**src/gdc_pkg.sv**
```systemverilog
// Package with register map, field layout, resets and encodings
package gdc_pkg;
  localparam int unsigned DATA_W   = 32;
  localparam int unsigned ADDR_W   = 12;
  localparam int unsigned REG_W    = 8;

  // Register indices; byte address is four times the index
  localparam logic [9:0] IDX_PIN_DATA   = 10'h000;
  localparam logic [9:0] IDX_IRQ_ENABLE = 10'h001;
  localparam logic [9:0] IDX_DM_LOW     = 10'h002;
  localparam logic [9:0] IDX_DM_HIGH    = 10'h003;
  localparam logic [9:0] IDX_IRQ_MASK   = 10'h004;
  localparam logic [9:0] IDX_CFG_ONE    = 10'h0dc;
  localparam logic [9:0] IDX_CFG_TWO    = 10'h0de;

  // Field positions in io_config_one
  localparam int unsigned CFG1_BOOST_BIT  = 7;
  localparam int unsigned CFG1_RANGE_LSB  = 4;
  localparam int unsigned CFG1_THRS_BIT   = 3;
  localparam int unsigned CFG1_SCLK_BIT   = 2;
  localparam int unsigned CFG1_REGEN_BIT  = 1;
  localparam int unsigned CFG1_MODE_BIT   = 0;
  // Field positions in io_config_two
  localparam int unsigned CFG2_LEVEL_LSB  = 3;
  localparam int unsigned CFG2_PUMP_LSB   = 0;
  // Global pin interrupt bit in irq_mask_zero
  localparam int unsigned MASK_GPIO_BIT   = 0;

  // Writable bits; reserved bits read as zero
  localparam logic [7:0] CFG1_WMASK = 8'hbf;
  localparam logic [7:0] CFG2_WMASK = 8'h3b;
  localparam logic [7:0] MASK_WMASK = 8'h01;

  // Reset values
  localparam logic [7:0] RST_PIN_DATA = 8'h00;
  localparam logic [7:0] RST_IRQ_EN   = 8'h00;
  localparam logic [7:0] RST_DM_LOW   = 8'h00;
  localparam logic [7:0] RST_DM_HIGH  = 8'hff;
  localparam logic [7:0] RST_IRQ_MASK = 8'h00;
  localparam logic [7:0] RST_CFG_ONE  = 8'h00;
  localparam logic [7:0] RST_CFG_TWO  = 8'h00;

  // Pin drive select codes {high bit, low bit}
  typedef enum logic [1:0] {
    DRV_PULLUP = 2'h0,
    DRV_STRONG = 2'h1,
    DRV_ANALOG = 2'h2,
    DRV_OPEN   = 2'h3
  } gdc_drive_e;

  // Port 1 regulator level, one-hot
  typedef enum logic [2:0] {
    LVL_TOP = 3'h1,
    LVL_MID = 3'h2,
    LVL_LOW = 3'h4
  } gdc_level_e;

  // Bus slave states, one-hot
  typedef enum logic [1:0] {
    APB_IDLE = 2'h1,
    APB_ACK  = 2'h2
  } gdc_apb_e;
endpackage : gdc_pkg

```
**src/gdc_pin_if.sv**
```systemverilog
// Interface between register logic and per-pin drive decoder
`timescale 1ns/1ps
interface gdc_pin_if #(parameter int unsigned NPINS = 8);
  logic [NPINS-1:0] dm_low;
  logic [NPINS-1:0] dm_high;
  logic [NPINS-1:0] out_val;
  logic [NPINS-1:0] oe_n;
  logic [NPINS-1:0] pu_en;
  logic [NPINS-1:0] in_en;
  modport cfg (output dm_low, dm_high, out_val,
               input  oe_n, pu_en, in_en);
  modport pin (input  dm_low, dm_high, out_val,
               output oe_n, pu_en, in_en);
endinterface : gdc_pin_if

```
**src/gdc_pin_ctrl.sv**
```systemverilog
// Per-pin decode of drive select into enable controls
`timescale 1ns/1ps
module gdc_pin_ctrl #(
  parameter int unsigned NPINS = 8
) (
  gdc_pin_if.pin pins
);
  // Returns {oe_n, pu_en, in_en} for one pin
  function automatic logic [2:0] drv_decode(
    input logic [1:0] code,
    input logic       val
  );
    logic [2:0] res;
    res = 3'h5;
    case (code)
      gdc_pkg::DRV_PULLUP: res = {val, val, 1'b1};  // [RQ3] [RQ21]
      gdc_pkg::DRV_STRONG: res = 3'h1;              // [RQ4] [RQ21]
      gdc_pkg::DRV_ANALOG: res = 3'h4;              // [RQ5] [RQ21]
      gdc_pkg::DRV_OPEN:   res = {val, 2'h1};       // [RQ6] [RQ21]
      default:             res = 3'h4;
    endcase
    return res;
  endfunction : drv_decode

  for (genvar i = 0; i < NPINS; i++) begin : g_pin
    logic [2:0] dec;
    always_comb begin
      // Both bits of a pin share its bit position
      dec = drv_decode({pins.dm_high[i], pins.dm_low[i]},
                       pins.out_val[i]);  // [RQ1] [RQ2]
    end
    assign pins.oe_n[i]  = dec[2];
    assign pins.pu_en[i] = dec[1];
    assign pins.in_en[i] = dec[0];
  end
endmodule : gdc_pin_ctrl

```
**src/gdc_irq_eval.sv**
```systemverilog
// Per-pin interrupt condition for the shared interrupt line
`timescale 1ns/1ps
module gdc_irq_eval #(
  parameter int unsigned NPINS = 8
) (
  input  wire logic [NPINS-1:0] pin_lvl,
  input  wire logic [NPINS-1:0] last_read,
  input  wire logic [NPINS-1:0] pin_irq_enable,
  input  wire logic             shared_irq_mode,
  input  wire logic             gpio_mask,
  output logic                  irq_hit
);
  logic [NPINS-1:0] hit;

  for (genvar i = 0; i < NPINS; i++) begin : g_hit
    always_comb begin
      if (shared_irq_mode) begin
        hit[i] = pin_irq_enable[i] &
                 (pin_lvl[i] ^ last_read[i]);  // [RQ19]
      end else begin
        hit[i] = pin_irq_enable[i] & ~pin_lvl[i];  // [RQ18]
      end
    end
  end

  assign irq_hit = gpio_mask & (|hit);  // [RQ14]
endmodule : gdc_irq_eval

```
**src/gdc_gpio_cfg.sv**
```systemverilog
// Pin drive modes, port I/O configuration and APB register file
//
// Contract
// RQ1: Each pin's drive mode is two bits, one per drive-mode register.
// RQ2: A pin's mode bits sit at its own bit position in both registers.
// RQ3: Code 00 drives strongly low and pulls high through a resistor.
// RQ4: Code 01 drives strongly high and low from the output value.
// RQ5: Code 10 leaves pin undriven, input off, reads zero, no interrupt; the code asserts it in mode 0 for an enabled pin, which reads low.
// RQ6: Code 11 drives low only, floats when high, input stays on.
// RQ7: Reset sets every upper drive-mode register to all ones.
// RQ8: Software uses code 11 with data high to read analogue pins.
// RQ9: Config one bit 7 raises high-level output drive strength.
// RQ10: Config one bits 5:4 pick regulator level: 0x top, 10 low, 11 mid.
// RQ11: Config one bit 3 selects reduced port 1 input threshold.
// RQ12: Config one bit 2 routes serial clock to pin 0, else pin 3.
// RQ13: Config one bit 1 enables the port 1 output regulator.
// RQ14: Config one bit 0 sets shared irq mode; enable and mask gate.
// RQ15: Config one is read-write and resets to zero.
// RQ16: Config two bits 5:3 select regulated supply level, eight steps.
// RQ17: Config two bits 1:0 select pump clock, at most 12 MHz.
// RQ18: Mode 0: an enabled pin asserts the interrupt while low.
// RQ19: Mode 1: an enabled pin asserts while unequal to last read.
// RQ20: Port data reads return pin levels, not stored output bits.
// RQ21: Drive bits decode to output, pull-up and input enables.
//
// Added by the designer: the APB interface to the registers.
`timescale 1ns/1ps
module gdc_gpio_cfg #(
  parameter int unsigned NPINS = 8
) (
  input  wire logic                         pclk,
  input  wire logic                         presetn,
  input  wire logic                         psel,
  input  wire logic                         penable,
  input  wire logic                         pwrite,
  input  wire logic [gdc_pkg::ADDR_W-1:0]   paddr,
  input  wire logic [gdc_pkg::DATA_W-1:0]   pwdata,
  input  wire logic [3:0]                   pstrb,
  output logic      [gdc_pkg::DATA_W-1:0]   prdata,
  output logic                              pready,
  output logic                              pslverr,
  input  wire logic [NPINS-1:0]             pin_in,
  output logic      [NPINS-1:0]             pin_out,
  output logic      [NPINS-1:0]             pin_oe_n,
  output logic      [NPINS-1:0]             pin_pu_en,
  output logic      [NPINS-1:0]             pin_in_en,
  input  wire logic                         spi_clk_alt,
  input  wire logic                         spi_clk_en,
  output logic                              gpio_irq_n,
  output logic                              high_drive_boost,
  output logic      [2:0]                   p1_level_sel,
  output logic                              reduced_input_threshold,
  output logic                              serial_clock_pin_select,
  output logic                              p1_reg_en,
  output logic      [2:0]                   reg_supply_level,
  output logic      [1:0]                   pump_clk_sel
);
  if (NPINS < 4 || NPINS > gdc_pkg::REG_W) begin : g_bad_npins
    $error("NPINS must lie between 4 and 8");
  end

  // Register storage
  logic [NPINS-1:0]           pin_data_ff;
  logic [NPINS-1:0]           irq_enable_ff;
  logic [NPINS-1:0]           dm_low_ff;
  logic [NPINS-1:0]           dm_high_ff;
  logic [gdc_pkg::REG_W-1:0]  irq_mask_ff;
  logic [gdc_pkg::REG_W-1:0]  cfg_one_ff;
  logic [gdc_pkg::REG_W-1:0]  cfg_two_ff;
  logic [NPINS-1:0]           last_read_ff;

  // Bus slave state
  gdc_pkg::gdc_apb_e          apb_ff;
  gdc_pkg::gdc_apb_e          nxt_apb;
  logic [gdc_pkg::DATA_W-1:0] prdata_ff;
  logic [gdc_pkg::DATA_W-1:0] nxt_prdata;
  logic                       pready_ff;
  logic                       pslverr_ff;
  logic                       nxt_pslverr;

  // Output flops
  logic [NPINS-1:0]           pin_out_ff;
  logic [NPINS-1:0]           pin_oe_n_ff;
  logic [NPINS-1:0]           pin_pu_en_ff;
  logic [NPINS-1:0]           pin_in_en_ff;
  logic                       irq_n_ff;
  logic [2:0]                 level_ff;
  logic [2:0]                 nxt_level;

  // Decode and strobes
  logic                       setup_cyc;
  logic                       done_cyc;
  logic                       wr_done;
  logic                       rd_done;
  logic                       lane0;
  logic [9:0]                 idx;
  logic                       addr_ok;
  logic [gdc_pkg::REG_W-1:0]  wbyte;
  logic [NPINS-1:0]           pin_lvl;
  logic [NPINS-1:0]           drive_val;
  logic                       irq_hit;

  gdc_pin_if #(.NPINS(NPINS)) pins ();

  // Address index of a word access; true when it hits a register
  function automatic logic is_mapped(input logic [9:0] i);
    case (i)
      gdc_pkg::IDX_PIN_DATA,
      gdc_pkg::IDX_IRQ_ENABLE,
      gdc_pkg::IDX_DM_LOW,
      gdc_pkg::IDX_DM_HIGH,
      gdc_pkg::IDX_IRQ_MASK,
      gdc_pkg::IDX_CFG_ONE,
      gdc_pkg::IDX_CFG_TWO: is_mapped = 1'b1;
      default:              is_mapped = 1'b0;
    endcase
  endfunction : is_mapped

  // Narrow pin vector placed in a register byte
  function automatic logic [gdc_pkg::REG_W-1:0] widen(
    input logic [NPINS-1:0] v
  );
    widen = '0;
    widen[NPINS-1:0] = v;
  endfunction : widen

  assign idx       = paddr[11:2];
  assign addr_ok   = is_mapped(idx) && (paddr[1:0] == 2'h0);
  assign setup_cyc = psel && !penable && (apb_ff == gdc_pkg::APB_IDLE);
  assign done_cyc  = psel && penable && pready_ff;
  assign wr_done   = done_cyc && pwrite && !pslverr_ff;
  assign rd_done   = done_cyc && !pwrite && !pslverr_ff;
  assign lane0     = pstrb[0];
  assign wbyte     = pwdata[gdc_pkg::REG_W-1:0];

  // Analogue pins read as zero since their input is off
  assign pin_lvl = pin_in & pins.in_en;  // [RQ5] [RQ20]

  // Serial clock bypass onto pin 0 or pin 3 of the port
  always_comb begin
    drive_val = pin_data_ff;
    if (spi_clk_en) begin
      if (cfg_one_ff[gdc_pkg::CFG1_SCLK_BIT]) begin
        drive_val[0] = spi_clk_alt;  // [RQ12]
      end else begin
        drive_val[3] = spi_clk_alt;  // [RQ12]
      end
    end
  end

  assign pins.dm_low  = dm_low_ff;
  assign pins.dm_high = dm_high_ff;
  assign pins.out_val = drive_val;

  gdc_pin_ctrl #(.NPINS(NPINS)) u_pin_ctrl (
    .pins (pins.pin)
  );

  gdc_irq_eval #(.NPINS(NPINS)) u_irq_eval (
    .pin_lvl         (pin_lvl),
    .last_read       (last_read_ff),
    .pin_irq_enable  (irq_enable_ff),
    .shared_irq_mode (cfg_one_ff[gdc_pkg::CFG1_MODE_BIT]),
    .gpio_mask       (irq_mask_ff[gdc_pkg::MASK_GPIO_BIT]),
    .irq_hit         (irq_hit)
  );

  // Bus state: answer in the first access cycle
  always_comb begin
    nxt_apb = apb_ff;
    case (apb_ff)
      gdc_pkg::APB_IDLE: begin
        if (setup_cyc) begin
          nxt_apb = gdc_pkg::APB_ACK;
        end
      end
      gdc_pkg::APB_ACK: begin
        nxt_apb = gdc_pkg::APB_IDLE;
      end
      default: nxt_apb = gdc_pkg::APB_IDLE;
    endcase
  end

  always_ff @(posedge pclk or negedge presetn) begin
    if (!presetn) begin
      apb_ff <= gdc_pkg::APB_IDLE;
    end else begin
      apb_ff <= nxt_apb;
    end
  end

  always_ff @(posedge pclk or negedge presetn) begin
    if (!presetn) begin
      pready_ff <= 1'b0;
    end else begin
      pready_ff <= setup_cyc;
    end
  end

  // Read mux, sampled in the setup cycle
  always_comb begin
    nxt_prdata  = '0;
    nxt_pslverr = !addr_ok;
    case (idx)
      gdc_pkg::IDX_PIN_DATA:
        nxt_prdata[7:0] = widen(pin_lvl);  // [RQ20]
      gdc_pkg::IDX_IRQ_ENABLE:
        nxt_prdata[7:0] = widen(irq_enable_ff);
      gdc_pkg::IDX_DM_LOW:
        nxt_prdata[7:0] = widen(dm_low_ff);
      gdc_pkg::IDX_DM_HIGH:
        nxt_prdata[7:0] = widen(dm_high_ff);
      gdc_pkg::IDX_IRQ_MASK:
        nxt_prdata[7:0] = irq_mask_ff;
      gdc_pkg::IDX_CFG_ONE:
        nxt_prdata[7:0] = cfg_one_ff;  // [RQ15]
      gdc_pkg::IDX_CFG_TWO:
        nxt_prdata[7:0] = cfg_two_ff;
      default:
        nxt_prdata = '0;
    endcase
    if (pwrite || !addr_ok) begin
      nxt_prdata = '0;
    end
  end

  always_ff @(posedge pclk or negedge presetn) begin
    if (!presetn) begin
      prdata_ff  <= '0;
      pslverr_ff <= 1'b0;
    end else if (setup_cyc) begin
      prdata_ff  <= nxt_prdata;
      pslverr_ff <= nxt_pslverr;
    end else if (done_cyc) begin
      prdata_ff  <= '0;
      pslverr_ff <= 1'b0;
    end
  end

  // Writable registers, byte lane 0 only
  always_ff @(posedge pclk or negedge presetn) begin
    if (!presetn) begin
      pin_data_ff <= gdc_pkg::RST_PIN_DATA[NPINS-1:0];
    end else if (wr_done && lane0 && idx == gdc_pkg::IDX_PIN_DATA) begin
      pin_data_ff <= wbyte[NPINS-1:0];
    end
  end

  always_ff @(posedge pclk or negedge presetn) begin
    if (!presetn) begin
      irq_enable_ff <= gdc_pkg::RST_IRQ_EN[NPINS-1:0];
    end else if (wr_done && lane0 &&
                 idx == gdc_pkg::IDX_IRQ_ENABLE) begin
      irq_enable_ff <= wbyte[NPINS-1:0];  // [RQ14]
    end
  end

  always_ff @(posedge pclk or negedge presetn) begin
    if (!presetn) begin
      dm_low_ff <= gdc_pkg::RST_DM_LOW[NPINS-1:0];
    end else if (wr_done && lane0 && idx == gdc_pkg::IDX_DM_LOW) begin
      dm_low_ff <= wbyte[NPINS-1:0];  // [RQ1]
    end
  end

  always_ff @(posedge pclk or negedge presetn) begin
    if (!presetn) begin
      dm_high_ff <= gdc_pkg::RST_DM_HIGH[NPINS-1:0];  // [RQ7]
    end else if (wr_done && lane0 && idx == gdc_pkg::IDX_DM_HIGH) begin
      dm_high_ff <= wbyte[NPINS-1:0];  // [RQ1]
    end
  end

  always_ff @(posedge pclk or negedge presetn) begin
    if (!presetn) begin
      irq_mask_ff <= gdc_pkg::RST_IRQ_MASK;
    end else if (wr_done && lane0 && idx == gdc_pkg::IDX_IRQ_MASK) begin
      irq_mask_ff <= wbyte & gdc_pkg::MASK_WMASK;  // [RQ14]
    end
  end

  always_ff @(posedge pclk or negedge presetn) begin
    if (!presetn) begin
      cfg_one_ff <= gdc_pkg::RST_CFG_ONE;  // [RQ15]
    end else if (wr_done && lane0 && idx == gdc_pkg::IDX_CFG_ONE) begin
      cfg_one_ff <= wbyte & gdc_pkg::CFG1_WMASK;  // [RQ15]
    end
  end

  always_ff @(posedge pclk or negedge presetn) begin
    if (!presetn) begin
      cfg_two_ff <= gdc_pkg::RST_CFG_TWO;
    end else if (wr_done && lane0 && idx == gdc_pkg::IDX_CFG_TWO) begin
      cfg_two_ff <= wbyte & gdc_pkg::CFG2_WMASK;  // [RQ16] [RQ17]
    end
  end

  // Levels returned by the last port data read
  always_ff @(posedge pclk or negedge presetn) begin
    if (!presetn) begin
      last_read_ff <= '0;
    end else if (rd_done && idx == gdc_pkg::IDX_PIN_DATA) begin
      last_read_ff <= prdata_ff[NPINS-1:0];  // [RQ19]
    end
  end

  // Pin controls registered for the pads
  always_ff @(posedge pclk or negedge presetn) begin
    if (!presetn) begin
      pin_out_ff   <= '0;
      pin_oe_n_ff  <= '1;
      pin_pu_en_ff <= '0;
      pin_in_en_ff <= '0;
    end else begin
      pin_out_ff   <= drive_val;      // [RQ4]
      pin_oe_n_ff  <= pins.oe_n;      // [RQ21]
      pin_pu_en_ff <= pins.pu_en;     // [RQ21]
      pin_in_en_ff <= pins.in_en;     // [RQ21]
    end
  end

  // Shared interrupt line, active low
  always_ff @(posedge pclk or negedge presetn) begin
    if (!presetn) begin
      irq_n_ff <= 1'b1;
    end else begin
      irq_n_ff <= !irq_hit;  // [RQ18] [RQ19]
    end
  end

  // Port 1 regulator level decode
  always_comb begin
    case (cfg_one_ff[gdc_pkg::CFG1_RANGE_LSB +: 2])
      2'h0, 2'h1: nxt_level = gdc_pkg::LVL_TOP;  // [RQ10]
      2'h2:       nxt_level = gdc_pkg::LVL_LOW;  // [RQ10]
      2'h3:       nxt_level = gdc_pkg::LVL_MID;  // [RQ10]
      default:    nxt_level = gdc_pkg::LVL_TOP;
    endcase
  end

  always_ff @(posedge pclk or negedge presetn) begin
    if (!presetn) begin
      level_ff <= gdc_pkg::LVL_TOP;
    end else begin
      level_ff <= nxt_level;
    end
  end

  assign prdata    = prdata_ff;
  assign pready    = pready_ff;
  assign pslverr   = pslverr_ff;
  assign pin_out   = pin_out_ff;
  assign pin_oe_n  = pin_oe_n_ff;
  assign pin_pu_en = pin_pu_en_ff;
  assign pin_in_en = pin_in_en_ff;
  assign gpio_irq_n = irq_n_ff;
  assign p1_level_sel = level_ff;

  // Config fields go straight from their register bits
  assign high_drive_boost =
    cfg_one_ff[gdc_pkg::CFG1_BOOST_BIT];  // [RQ9]
  assign reduced_input_threshold =
    cfg_one_ff[gdc_pkg::CFG1_THRS_BIT];  // [RQ11]
  assign serial_clock_pin_select =
    cfg_one_ff[gdc_pkg::CFG1_SCLK_BIT];  // [RQ12]
  assign p1_reg_en =
    cfg_one_ff[gdc_pkg::CFG1_REGEN_BIT];  // [RQ13]
  assign reg_supply_level =
    cfg_two_ff[gdc_pkg::CFG2_LEVEL_LSB +: 3];  // [RQ16]
  assign pump_clk_sel =
    cfg_two_ff[gdc_pkg::CFG2_PUMP_LSB +: 2];  // [RQ17]
endmodule : gdc_gpio_cfg

```
**config.mk**
```make
export PLATFORM = sky130hd
export DESIGN_NAME = gdc_gpio_cfg
export DESIGN_NICKNAME = d
export VERILOG_FILES = /design/src/gdc_pkg.sv /design/src/gdc_pin_if.sv /design/src/gdc_pin_ctrl.sv /design/src/gdc_irq_eval.sv /design/src/gdc_gpio_cfg.sv
export SDC_FILE = /design/constraint.sdc
export NUM_CORES = 1
export LEC_CHECK = 0
export ABC_AREA = 1
export BUFFER_PORTS_ARGS = -buffer_cell sky130_fd_sc_hd__buf_2
export CORE_MARGIN = 3
export CORE_UTILIZATION = 45
export DETAILED_ROUTE_END_ITERATION = 16
export MAX_ROUTING_LAYER = met4
export PLACE_DENSITY = 0.71
export SLEW_MARGIN = 30
export SYNTH_ARGS = -nofsm -noshare
export SYNTH_HDL_FRONTEND = slang
export SYNTH_SLANG_ARGS = --single-unit
```
**constraint.sdc**
```tcl
create_clock -name pclk -period 1.75 [get_ports pclk]
set_input_delay 0.35 -clock pclk [delete_from_list [all_inputs] [get_ports pclk]]
set_output_delay 0.35 -clock pclk [all_outputs]
set_load 0.05 [all_outputs]
```
Word level (Yosys, flattened, before mapping)
Cells that the tools add are included.

storage, ports and cells
  register bits after elaboration = 125
  input bits = 63

cells by class
  equal/unequal tests = 35
  mux-type cells = 30
  bitwise operators = 34
  reductions and logical operators = 39

operators with widths
  cell                   count
  $pmux W3 S4            8
  $mux W32               2
  $pmux W8 S7            1
  $eq A2 B2 Y1 const B   18
  $eq A10 B2 Y1 const B  2
  $eq A10 B8 Y1 const B  2
  $eq A2 B1 Y1 const B   10
  $logic_not A2 Y1       10
  $logic_and A1 B1 Y1    18
  $and A1 B1 Y1          17
  $mux W1                15
  $eq A10 B1 Y1 const B  1
  $eq A10 B3 Y1 const B  1
  $logic_not A10 Y1      1
  $pmux W3 S3            1
  $and A8 B8 Y8          1
  $mux W8                1
  $not A1 Y1             8
  $reduce_or A8 Y1       1
  $xor A1 B1 Y1          8
  $reduce_or A7 Y1       1
  $logic_not A1 Y1       5
  $mux W2                2
  $ne A2 B2 Y1 const B   1
  3 further kinds        3

Depth between registers and ports, before layout
Gate-level depths: netlist (run 1).

  word-level depth = 10
  gate-level depth with buffers = 11
  mapped depth without buffers = 11

Modules after synthesis
Synthesis (run 1) repeated with hierarchy kept, for this count alone.

unflattened totals
  cell total of the unflattened synthesis = 574
  area total of the unflattened synthesis = 4869.7 um^2

modules (own cells, without submodules)
  module        instances  cells an instance  area an instance (um^2)
  gdc_gpio_cfg  1          469                4395.5
  gdc_irq_eval  1          49                 254.0
  gdc_pin_ctrl  1          56                 220.2

Worst setup path after synthesis (run 1)
Ideal clock, no wire load.

  path kind = register to register
  from = register pready_ff (netlist: pready)
  to = register cfg_one_ff[3] in the netlist's numbering
  data arrival time = 1641 ps
  data required time = 1623 ps
  setup slack = -18 ps
  cell stages (with the launch flop) = 8
  path buffers = 1
  cells stage by stage = dfrtp_1 > and3_2 > nand4_1 > inv_2 > nand3_2 > buf_2 > nand2_1 > o21ai_0

between the ends
  longest elaborated chain between the ends = 5

ends and longest elaborated chain
  element                            line                 source
  from (decl)                        gdc_gpio_cfg.sv:77   logic pready_ff;
  from (signal assigned)             gdc_gpio_cfg.sv:196  pready_ff <= setup_cyc;
  $logic_and A1 B1 Y1                gdc_gpio_cfg.sv:130  assign done_cyc = psel && penable && pready_ff;
  $logic_and A1 B1 Y1 (2 in series)  gdc_gpio_cfg.sv:131  assign wr_done = done_cyc && pwrite && !pslverr_ff;
  $logic_and A1 B1 Y1 (2 in series)  gdc_gpio_cfg.sv:285  end else if (wr_done && lane0 && idx == gdc_pkg::IDX_CFG_ONE) begin
  to (signal assigned)               gdc_gpio_cfg.sv:284  cfg_one_ff <= gdc_pkg::RST_CFG_ONE;
  to (signal assigned)               gdc_gpio_cfg.sv:286  cfg_one_ff <= wbyte & gdc_pkg::CFG1_WMASK;
  to (decl)                          gdc_gpio_cfg.sv:68   logic [gdc_pkg::REG_W-1:0] cfg_one_ff;

Every way passes these cells.
A chain may end at the register's enable or synchronous reset.

Worst setup path in the final report (run 1)
  from = register pready_ff (netlist: pready)
  to = register irq_enable_ff[5]

between the ends
  longest elaborated chain between the ends = 5

ends and longest elaborated chain
  element                            line                 source
  $logic_and A1 B1 Y1                gdc_gpio_cfg.sv:130
  $logic_and A1 B1 Y1 (2 in series)  gdc_gpio_cfg.sv:131
  $logic_and A1 B1 Y1 (2 in series)  gdc_gpio_cfg.sv:252  end else if (wr_done && lane0 &&
  to (signal assigned)               gdc_gpio_cfg.sv:251  irq_enable_ff <= gdc_pkg::RST_IRQ_EN[NPINS-1:0];
  to (signal assigned)               gdc_gpio_cfg.sv:254  irq_enable_ff <= wbyte[NPINS-1:0];
  to (decl)                          gdc_gpio_cfg.sv:64   logic [NPINS-1:0] irq_enable_ff;

Every way passes these cells.

==> results of run 1 <==
-- power by group --
| part | switching [mW] | internal, mW | total (mW) |
|---|---|---|---|
| combinational | 0.319 | 0.0810 | 0.400 |
| sequential | 0.00445 | 2.35 | 2.35 |
| clock | 0.815 | 0.522 | 1.34 |
| total | 1.14 | 2.95 | 4.09 |
-- final cells by class --
type,count,area [sq um],area share
Timing Repair Buffer,111,648,0.117
Sequential cell,101,2550,0.461
Clock buffer,11,131,0.0237
Multi-Input combinational cell,371,1810,0.326
Inverter,53,199,0.0359
Tap cell,133,166,0.0300
Clock inverter,5,36.3,0.00655
-- routing by layer --
| layer | track usage | vias up | wire, microns |
|---|---|---|---|
| met5 | - | - | 0 |
| met4 | 0.0712 | 0 | 250 |
| met3 | 0.0275 | 19 | 787 |
| met2 | 0.339 | 159 | 5620 |
| met1 | 0.290 | 1879 | 5140 |
| li1 | - | 1921 | - |
-- cells by family after synthesis --
kind of cell,Yosys count,synth area share
simple gates,251,0.258
other cells,1,0.000795
compound gates,96,0.106
flops,101,0.541
buf+inv,89,0.0947
-- worst paths after layout --
path | start | end | depth (start not counted)
max | pready | irq_enable_ff[5] | 6
min | presetn | pin_out[2] | 2
max in group asynchronous | presetn | dm_high_ff[3] | 2
min in group pclk | psel | apb_ff[1] | 2
min reg2reg | pin_data_ff[7] | pin_out[7] | 0
max reg2reg | pready | irq_enable_ff[5] | 6
-- per-stage QoR --
stage,area [sq um],utilization
floorplan,4800,-
global placement,5370,0.537
detailed placement,5370,0.537
CTS,5540,0.554
global route,5540,0.554
finish,5540,0.554
-- flip-flops by register name, summed over array words and instances, names as in the netlist, 2 cells and up --
| name | flops |
|---|---|
| pin_out | 8 |
| dm_low_ff | 8 |
| apb_ff | 2 |
| cfg_two_ff | 5 |
| pin_pu_en | 8 |
| cfg_one_ff | 7 |
| p1_level_sel | 3 |
| dm_high_ff | 8 |
| prdata | 8 |
| last_read_ff | 8 |
| pin_in_en | 8 |
| irq_enable_ff | 8 |
| pin_oe_n | 8 |
| pin_data_ff | 8 |
-- cell usage in the layout (no fill, tap or decap), types with 4 or more instances in the layout --
| cell | n |
|---|---|
| nor2_1 | 42 |
| nor3_1 | 5 |
| inv_1 | 49 |
| nand3_4 | 4 |
| dfrtp_1 | 81 |
| buf_2 | 89 |
| inv_2 | 4 |
| buf_4 | 19 |
| nand4_1 | 5 |
| conb_1 | 24 |
| dfstp_2 | 19 |
| nor2_2 | 4 |
| nand3b_1 | 4 |
| nand3_1 | 47 |
| nand2_1 | 119 |
| nand2_2 | 6 |
| o21ai_0 | 77 |
| clkbuf_8 | 9 |
| o21ai_1 | 9 |
| a21oi_1 | 4 |
-- worst max-delay path, delay by kind of cell (launching register included) --
family                 cells  cell delay [ns]
and+or+nand+nor            3             0.52
DFF                        1             0.36
buffers and inverters      2             0.31
AOI/OAI and AO/OA          1             0.23
==> out/qor.yml, run 1 <==
status: "complete, no violations"
crit_path_top_delay_cell: "dfrtp_2"
portBuffers: 90
r2r_slack_ns: 0.24
numCtsBuffers: 9
worstMarginPinSlew_ns: 0.537
ys_warn_count: 0
routed-via-count: 3978
postCtsSetupRepairBufs: 0
ir_worst_vdd_mv: 0.447
synth_enable_flop_cells: 0
worst_ep_arrival_time_ns: 1.79
grt_pass1_vias: 3740
grt.total_usage: 0.215
path_clk_slew_ns: 0.09
finalSetupViolCount: 0
fp.dieH_microns: 108
cp.required_ns: 2.02
syn_area_sq_mm: 0.00472
path_cells: "and3_2 -> nand4_1 -> inv_2 -> buf_12 -> nand3_4 -> o21ai_0"
drc: 0
post-place-ws_ns: 0.0391
cp_max_fo: 16
ys_seq_area_frac: 0.541
cts_root_buf: "clkbuf_8"
cts_resized: 0
end_kind: "flip-flop"
hold-worst-slack_ns: 0.0268
io-pin-count: 142
cts_buffer_depth: 2
finalSetupTns_ns: 0
rsz0062_at_grt: "no"
htree_levels: 3
fin_crit_ns: 1.51
area_delta_synth_final_pct: 17.4
synth_area_leader_cell: "dfrtp_1"
finalWorstSetupSlack_ns: 0.238
synthArstFlopShare: 1.00
instances_no_fill: 785
hold_viol: 0
placed_cells: 769
vias_per_cell: 5.07
clock.fmax_ghz: 0.661
synthTopCellsByArea: "dfrtp_1 (44%), dfstp_2 (11%), nand2_1 (9.5%)"
ys_ff_latch: 101
hp-class: "in -> async"
final_nets: 710
die-area_sq_mm: 0.0117
antenna_cells: 0
ant_nets: 0
synthCells: 538
max_slew_margin: 0.642
routed_wl_microns: 11800
drive_gt1_frac: 0.271
first_pass_iters: 5
critical_path_class: "reg -> reg"
grt_max_degree: 102
cts.sinks: 101
postCtsHoldBufs: 0
synth.most_common_cell: "nand2_1"
cts_tree: "built"
start_kind: "flip-flop"
grt_overflow: 0
ys_types: 34
total_power_mw: 4.09
ys.flop_type: "dfrtp_1"
grt_pass1_wl_microns: 18900
start_util: 0.472
rows: 36
finalCritPeriodShare: 0.864
synth_top_area_share: 0.435
drt_iter0_drc: 234
insertion_delay_ns: 0.37
die_w_microns: 108
skew_ns: 0.00954
place.gp.congestion: 0.950
p_per_area_mw_per_mm2: 738
cpPeakStageDelay_ns: 0.36
synth_common_cells: "nand2_1 (119), dfrtp_1 (82), o21ai_0 (77), inv_1 (49), nand3_1 (47)"
leakage_nw: 2.77
core-area_sq_mm: 0.0100
antenna_found_initial: 0
synth_area_per_cell_sq_um: 8.77
hpwl_microns: 8780
finalMaxSlewViolations: 0
cap_violations: 0
nFillCells: 983
post_drt_wl_per_cell_microns: 15.0
No activity file was read; power rests on OpenSTA's default activity.
==> inputs of run 2 (changes only) <==
Settings changed: CORE_UTILIZATION 45 to 52, PLACE_DENSITY 0.71 to 0.81.
==> run 2 against run 1 <==
Against the previous run:
- flip-flop and latch count stayed put
- wire length is 2.2% lower
- final cell count is 3.4% lower
- design area is 0.27% lower
- via count is 0.73% lower
- largest cell class unchanged
- combinational power is 2% lower
- largest power group unchanged
- critical path type unchanged
==> out/qor.yml, run 2 (synthesis results as in run 1) <==
vias_per_cell: 5.21  # was 5.07
cp_max_fo: 16  # unchanged
placed_cells: 742  # was 769
first_pass_iters: 5  # unchanged
grt.total_usage: 0.241  # was 0.215
hold_viol: 0  # unchanged
grt_pass1_vias: 3876  # was 3,740
grt_pass1_wl_microns: 18500  # was 18,900 microns
die-area_sq_mm: 0.0102  # was 0.0117 sq mm
insertion_delay_ns: 0.38  # was 0.37 ns
grt_overflow: 0  # unchanged
instances_no_fill: 758  # was 785
critical_path_class: "reg -> reg"  # unchanged
core-area_sq_mm: 0.00876  # was 0.0100 sq mm
cts.sinks: 101  # unchanged
numCtsBuffers: 9  # unchanged
grt_max_degree: 102  # unchanged
finalSetupTns_ns: 0  # unchanged
routed_wl_microns: 11500  # was 11,800 microns
layout_common_cells: "nand2_1 (119), buf_2 (89), dfrtp_1 (81)"  # unchanged
drt_iter0_drc: 184  # was 234
post-place-ws_ns: 0.0541  # was 0.0391 ns
place.gp.congestion: 0.941  # was 0.950
hold-worst-slack_ns: 0.00513  # was 0.0268 ns
finalSetupViolCount: 0  # unchanged
start_kind: "flip-flop"  # unchanged
hpwl_microns: 8670  # was 8780 microns
antenna_found_initial: 0  # unchanged
status: "complete, no violations"  # unchanged
worst_ep_arrival_time_ns: 1.85  # was 1.79 ns
cap_violations: 0  # unchanged
multiInputGateArea_sq_mm: 0.00181  # about the same
finalCritPeriodShare: 0.914  # was 0.864
total_power_mw: 4.29  # was 4.09 mW
area_delta_synth_final_pct: 17.1  # was 17.4%
htree_levels: 3  # unchanged
ant_nets: 0  # unchanged
portBuffers: 90  # unchanged
antenna_cells: 0  # unchanged
cts_buffer_depth: 2  # unchanged
drive_gt1_frac: 0.274  # was 0.271
final_common_cell: "nand2_1"  # unchanged
cts_tree: "built"  # unchanged
fp.dieH_microns: 101  # was 108 microns
cts_resized: 0  # unchanged
final_nets: 708  # was 710
hp-class: "in -> async"  # unchanged
postCtsSetupRepairBufs: 0  # unchanged
nFillCells: 722  # was 983
start_util: 0.538  # was 0.472
routed-via-count: 3949  # was 3,978
final-seq-area_sq_mm: 0.00255  # unchanged
end_kind: "flip-flop"  # unchanged
post_drt_wl_per_cell_microns: 15.2  # was 15.0 microns
skew_ns: 0.0138  # was 0.00954 ns
worstMarginPinSlew_ns: 0.523  # was 0.537 ns
clock.fmax_ghz: 0.626  # was 0.661 GHz
p_per_area_mw_per_mm2: 778  # was 738 mW/mm^2
postCtsHoldBufs: 0  # unchanged
cts_root_buf: "clkbuf_8"  # unchanged
finalWorstSetupSlack_ns: 0.151  # was 0.238 ns
io-pin-count: 142  # unchanged
finalMaxSlewViolations: 0  # unchanged
ir_worst_vdd_mv: 0.460  # was 0.447 mV
drc: 0  # unchanged
cp.required_ns: 2.00  # was 2.02 ns
path_clk_slew_ns: 0.11  # was 0.09 ns
leakage_nw: 2.79  # was 2.77 nW
max_slew_margin: 0.651  # was 0.642
rows: 34  # was 36
die_w_microns: 101  # was 108 microns
rsz0062_at_grt: "no"  # unchanged
fin_crit_ns: 1.60  # was 1.51 ns
-- run 2: area by class of cell --
| type | count | area share |
|---|---|---|
| clock buffer | 9 | 0.0224 |
| multi-input combinational | 371 | 0.328 |
| tap | 108 | 0.0245 |
| inverter | 53 | 0.0360 |
| timing repair buffer | 109 | 0.112 |
| sequential | 101 | 0.462 |
| clock inverter | 7 | 0.0145 |
-- run 2: final timing paths --
check | cells past startpoint | startpoint | slack [ns] | to
max | 6 | pready | 0.15 | pin_data_ff[6]
min | 2 | presetn | 0.005 | pin_data_ff[2]
max reg2reg | 6 | pready | 0.15 | pin_data_ff[6]
min reg2reg | 0 | pin_data_ff[2] | 0.43 | pin_out[2]
max in group asynchronous | 2 | presetn | 1.31 | pready
min in group pclk | 2 | psel | 0.26 | apb_ff[1]
-- run 2: critical path, stage by stage (launching register included) --
cell	delay, ns
dfrtp_2	0.36
and3_2	0.22
nand4_1	0.17
inv_2	0.25
nand2_2	0.25
nand2_1	0.13
o21ai_1	0.09
-- run 2: per-layer routing --
| metal | GRT usage | up-vias | part of all wire |
|---|---|---|---|
| met5 | - | - | 0 |
| met1 | 0.304 | 1874 | 0.44 |
| met2 | 0.383 | 126 | 0.48 |
| li1 | - | 1919 | - |
| met4 | 0.110 | 0 | 0.031 |
| met3 | 0.0365 | 30 | 0.053 |
-- run 2: per-stage QoR --
step	utilization	instance area (sq um)
2_1_floorplan	-	4800
3_3_place_gp	0.606	5310
3_5_place_dp	0.606	5310
4_1_cts	0.629	5520
5_1_grt	0.630	5520
6_report	0.630	5520
-- run 2: power breakdown --
group	total, mW	switching [mW]	internal [mW]
clock network	1.55	0.864	0.682
registers	2.36	0.00502	2.35
logic	0.394	0.316	0.0780
==> inputs of run 3 (changes only) <==
Settings changed: BUFFER_PORTS_ARGS -buffer_cell sky130_fd_sc_hd__buf_2 to -buffer_cell sky130_fd_sc_hd__buf_4, CELL_PAD_IN_SITES_DETAIL_PLACEMENT set to 0, CELL_PAD_IN_SITES_GLOBAL_PLACEMENT set to 1, CORE_UTILIZATION 52 to 38, PLACE_DENSITY 0.81 to 0.8.
==> run 3 against run 2 <==
Against the previous run:
- via count shrank 2.1%
- design area grew 6.6%
- sequential power is essentially flat
- clock-buffer cell count grew 6
- power grew 12%
- register-to-register slack gained 0.02 ns
- critical path depth grew 2
- sequential share of layout area shrank 2.9 points
- combinational power grew 6.6%
- global-route usage shrank 5.3 points
==> out/qor.yml, run 3 (synthesis results as in run 1) <==
core-area_sq_mm: 0.0121  # was 0.00876 sq mm
grt_pass1_wl_microns: 19800  # was 18,500 microns
antenna_cells: 0  # unchanged
io-pin-count: 142  # unchanged
crit_path_top_delay_cell: "dfrtp_1"  # was dfrtp_2
ir_worst_vdd_mv: 0.480  # was 0.460 mV
finalSetupViolCount: 0  # unchanged
status: "complete, no violations"  # unchanged
drc: 0  # unchanged
combPwrFrac: 0.087  # was 0.092
fin_crit_ns: 1.58  # was 1.60 ns
grt_pass1_vias: 3766  # was 3,876
area_delta_synth_final_pct: 24.8  # was 17.1%
grt.total_usage: 0.188  # was 0.241
start_util: 0.391  # was 0.538
total_power_mw: 4.80  # was 4.29 mW
p_per_area_mw_per_mm2: 816  # was 778 mW/mm^2
hpwl_microns: 9190  # was 8670 microns
post-place-ws_ns: -0.00414  # was 0.0541 ns
final_nets: 705  # was 708
path_cells: "inv_1 -> nor2_1 -> or2_2 -> nand3_1 -> o21ai_0 -> nor2_1 -> nand2_1 -> nand2_1"  # was and3_2 -> nand4_1 -> inv_2 -> nand2_2 -> nand2_1 -> o21ai_1
insertion_delay_ns: 0.35  # was 0.38 ns
worstMarginPinSlew_ns: 0.517  # was 0.523 ns
final_area_sq_mm: 0.00589  # was 0.00552 sq mm
swShare: 0.241  # was 0.276
drive_gt1_frac: 0.263  # was 0.274
finalCritPeriodShare: 0.902  # was 0.914
finalWorstSetupSlack_ns: 0.171  # was 0.151 ns
routed-via-count: 3867  # was 3,949
p_seq_frac: 0.491  # was 0.548
end_kind: "flip-flop"  # unchanged
post_drt_wl_per_cell_microns: 15.0  # was 15.2 microns
cp.required_ns: 2.03  # was 2.00 ns
placedInstanceArea_sq_mm: 0.00558  # was 0.00531 sq mm
finalMaxSlewViolations: 0  # unchanged
ant_nets: 0  # unchanged
worst_ep_arrival_time_ns: 1.86  # was 1.85 ns
hold_viol: 0  # unchanged
grt_overflow: 0  # unchanged
antenna_found_initial: 0  # unchanged
die_w_microns: 117  # was 101 microns
clock.fmax_ghz: 0.633  # was 0.626 GHz
timing.critical_path.max_delay_family: "simple AND/OR/NAND/NOR gates"  # unchanged
layout_common_cells: "nand2_1 (119), buf_4 (105), dfrtp_1 (81)"  # was nand2_1 (119), buf_2 (89), dfrtp_1 (81)
skew_ns: 0.0101  # was 0.0138 ns
nFillCells: 1150  # was 722
vias_per_cell: 4.74  # was 5.21
p_sw_mw: 1.16  # was 1.19 mW
crit_buf_inv: 1  # unchanged
cpPeakStageDelay_ns: 0.40  # was 0.36 ns
routed_wl_microns: 12300  # was 11,500 microns
numCtsBuffers: 9  # unchanged
cts.sinks: 101  # unchanged
critical_path_class: "reg -> reg"  # unchanged
rsz0062_at_grt: "no"  # unchanged
p_clk_frac: 0.422  # was 0.360
htree_levels: 3  # unchanged
cp_max_fo: 9  # was 16
cts_root_buf: "clkbuf_16"  # was clkbuf_8
rows: 40  # was 34
first_pass_iters: 4  # was 5
path_clk_slew_ns: 0.07  # was 0.11 ns
leakage_nw: 2.87  # was 2.79 nW
drt_iter0_drc: 185  # was 184
final_common_cell: "nand2_1"  # unchanged
cts_buffer_depth: 2  # unchanged
cap_violations: 0  # unchanged
cts_tree: "built"  # unchanged
grt_max_degree: 102  # unchanged
die-area_sq_mm: 0.0138  # was 0.0102 sq mm
portBuffers: 90  # unchanged
start_kind: "flip-flop"  # unchanged
fp.dieH_microns: 117  # was 101 microns
max_slew_margin: 0.656  # was 0.651
place.gp.congestion: 0.883  # was 0.941
hp-class: "in -> async"  # unchanged
p_int_mw: 3.65  # was 3.11 mW
## run 3: cell types whose count changed in the layout (fill, tap and decap cells not counted), sizes merged
cell      previous run  this run
inv                 56        53
buf                109       106
clkinv               2         0
clkinvlp             1         0
clkbuf               9        15
## run 3: path summary, 6_finish.rpt
path | from | to | slack (ns) | cells after the start
worst max-delay path | cfg_one_ff[0] | gpio_irq_n | 0.17 | 8
worst min-delay path | presetn | pin_pu_en[2] | 0.05 | 2
worst max register to register | cfg_one_ff[0] | gpio_irq_n | 0.17 | 8
worst min register to register | pin_data_ff[6] | pin_out[6] | 0.42 | 0
max in group asynchronous | presetn | pready | 1.29 | 2
min in group pclk | psel | apb_ff[1] | 0.26 | 2
## run 3: layout make-up
type                            count  area, sq um  area share
Clock buffer                       15          268      0.0455
Clock inverter                      1         30.0     0.00510
Inverter                           53          201      0.0342
Multi-Input combinational cell    371         1820       0.309
Sequential cell                   101         2550       0.433
Tap cell                          168          210      0.0357
Timing Repair Buffer              106          808       0.137
## run 3: metal layers
layer | vias up | wire [microns] | global-route usage
li1 | 1916 | - | -
met1 | 1824 | 5300 | 0.240
met2 | 113 | 6040 | 0.297
met3 | 14 | 683 | 0.0352
met4 | 0 | 229 | 0.0777
met5 | - | 0 | -
## run 3: stage by stage
| step | TNS (ns) | instances | hold WS [ns] | utilization |
|---|---|---|---|---|
| finish | 0 | 815 | 0.0465 | 0.488 |
| detailed placement | -0.00414 | 799 | 0.408 | 0.462 |
| global route | 0 | 815 | 0.0889 | 0.488 |
| CTS | 0 | 815 | 0.0760 | 0.487 |
| global placement | 0 | 799 | 0.404 | 0.462 |
| floorplan | 0 | 561 | 0.0544 | - |
## run 3: repair_timing
action / CTS / global route
setup buffers: 0 / 0
endpoints found under the setup margin: 0 / 12
hold buffers: 0 / 0
hold endpoints to repair: 0 / 0
gates resized for setup: 0 / 3
## run 3: power groups by stage
stage	clock (mW)	sequential, mW	combinational, mW
6_report	2.03	2.36	0.420
4_1_cts	2.06	2.36	0.425
5_1_grt	2.16	2.36	0.454
2_1_floorplan	0	2.44	0.242
3_3_place_gp	0	2.40	0.419
3_5_place_dp	0	2.40	0.424
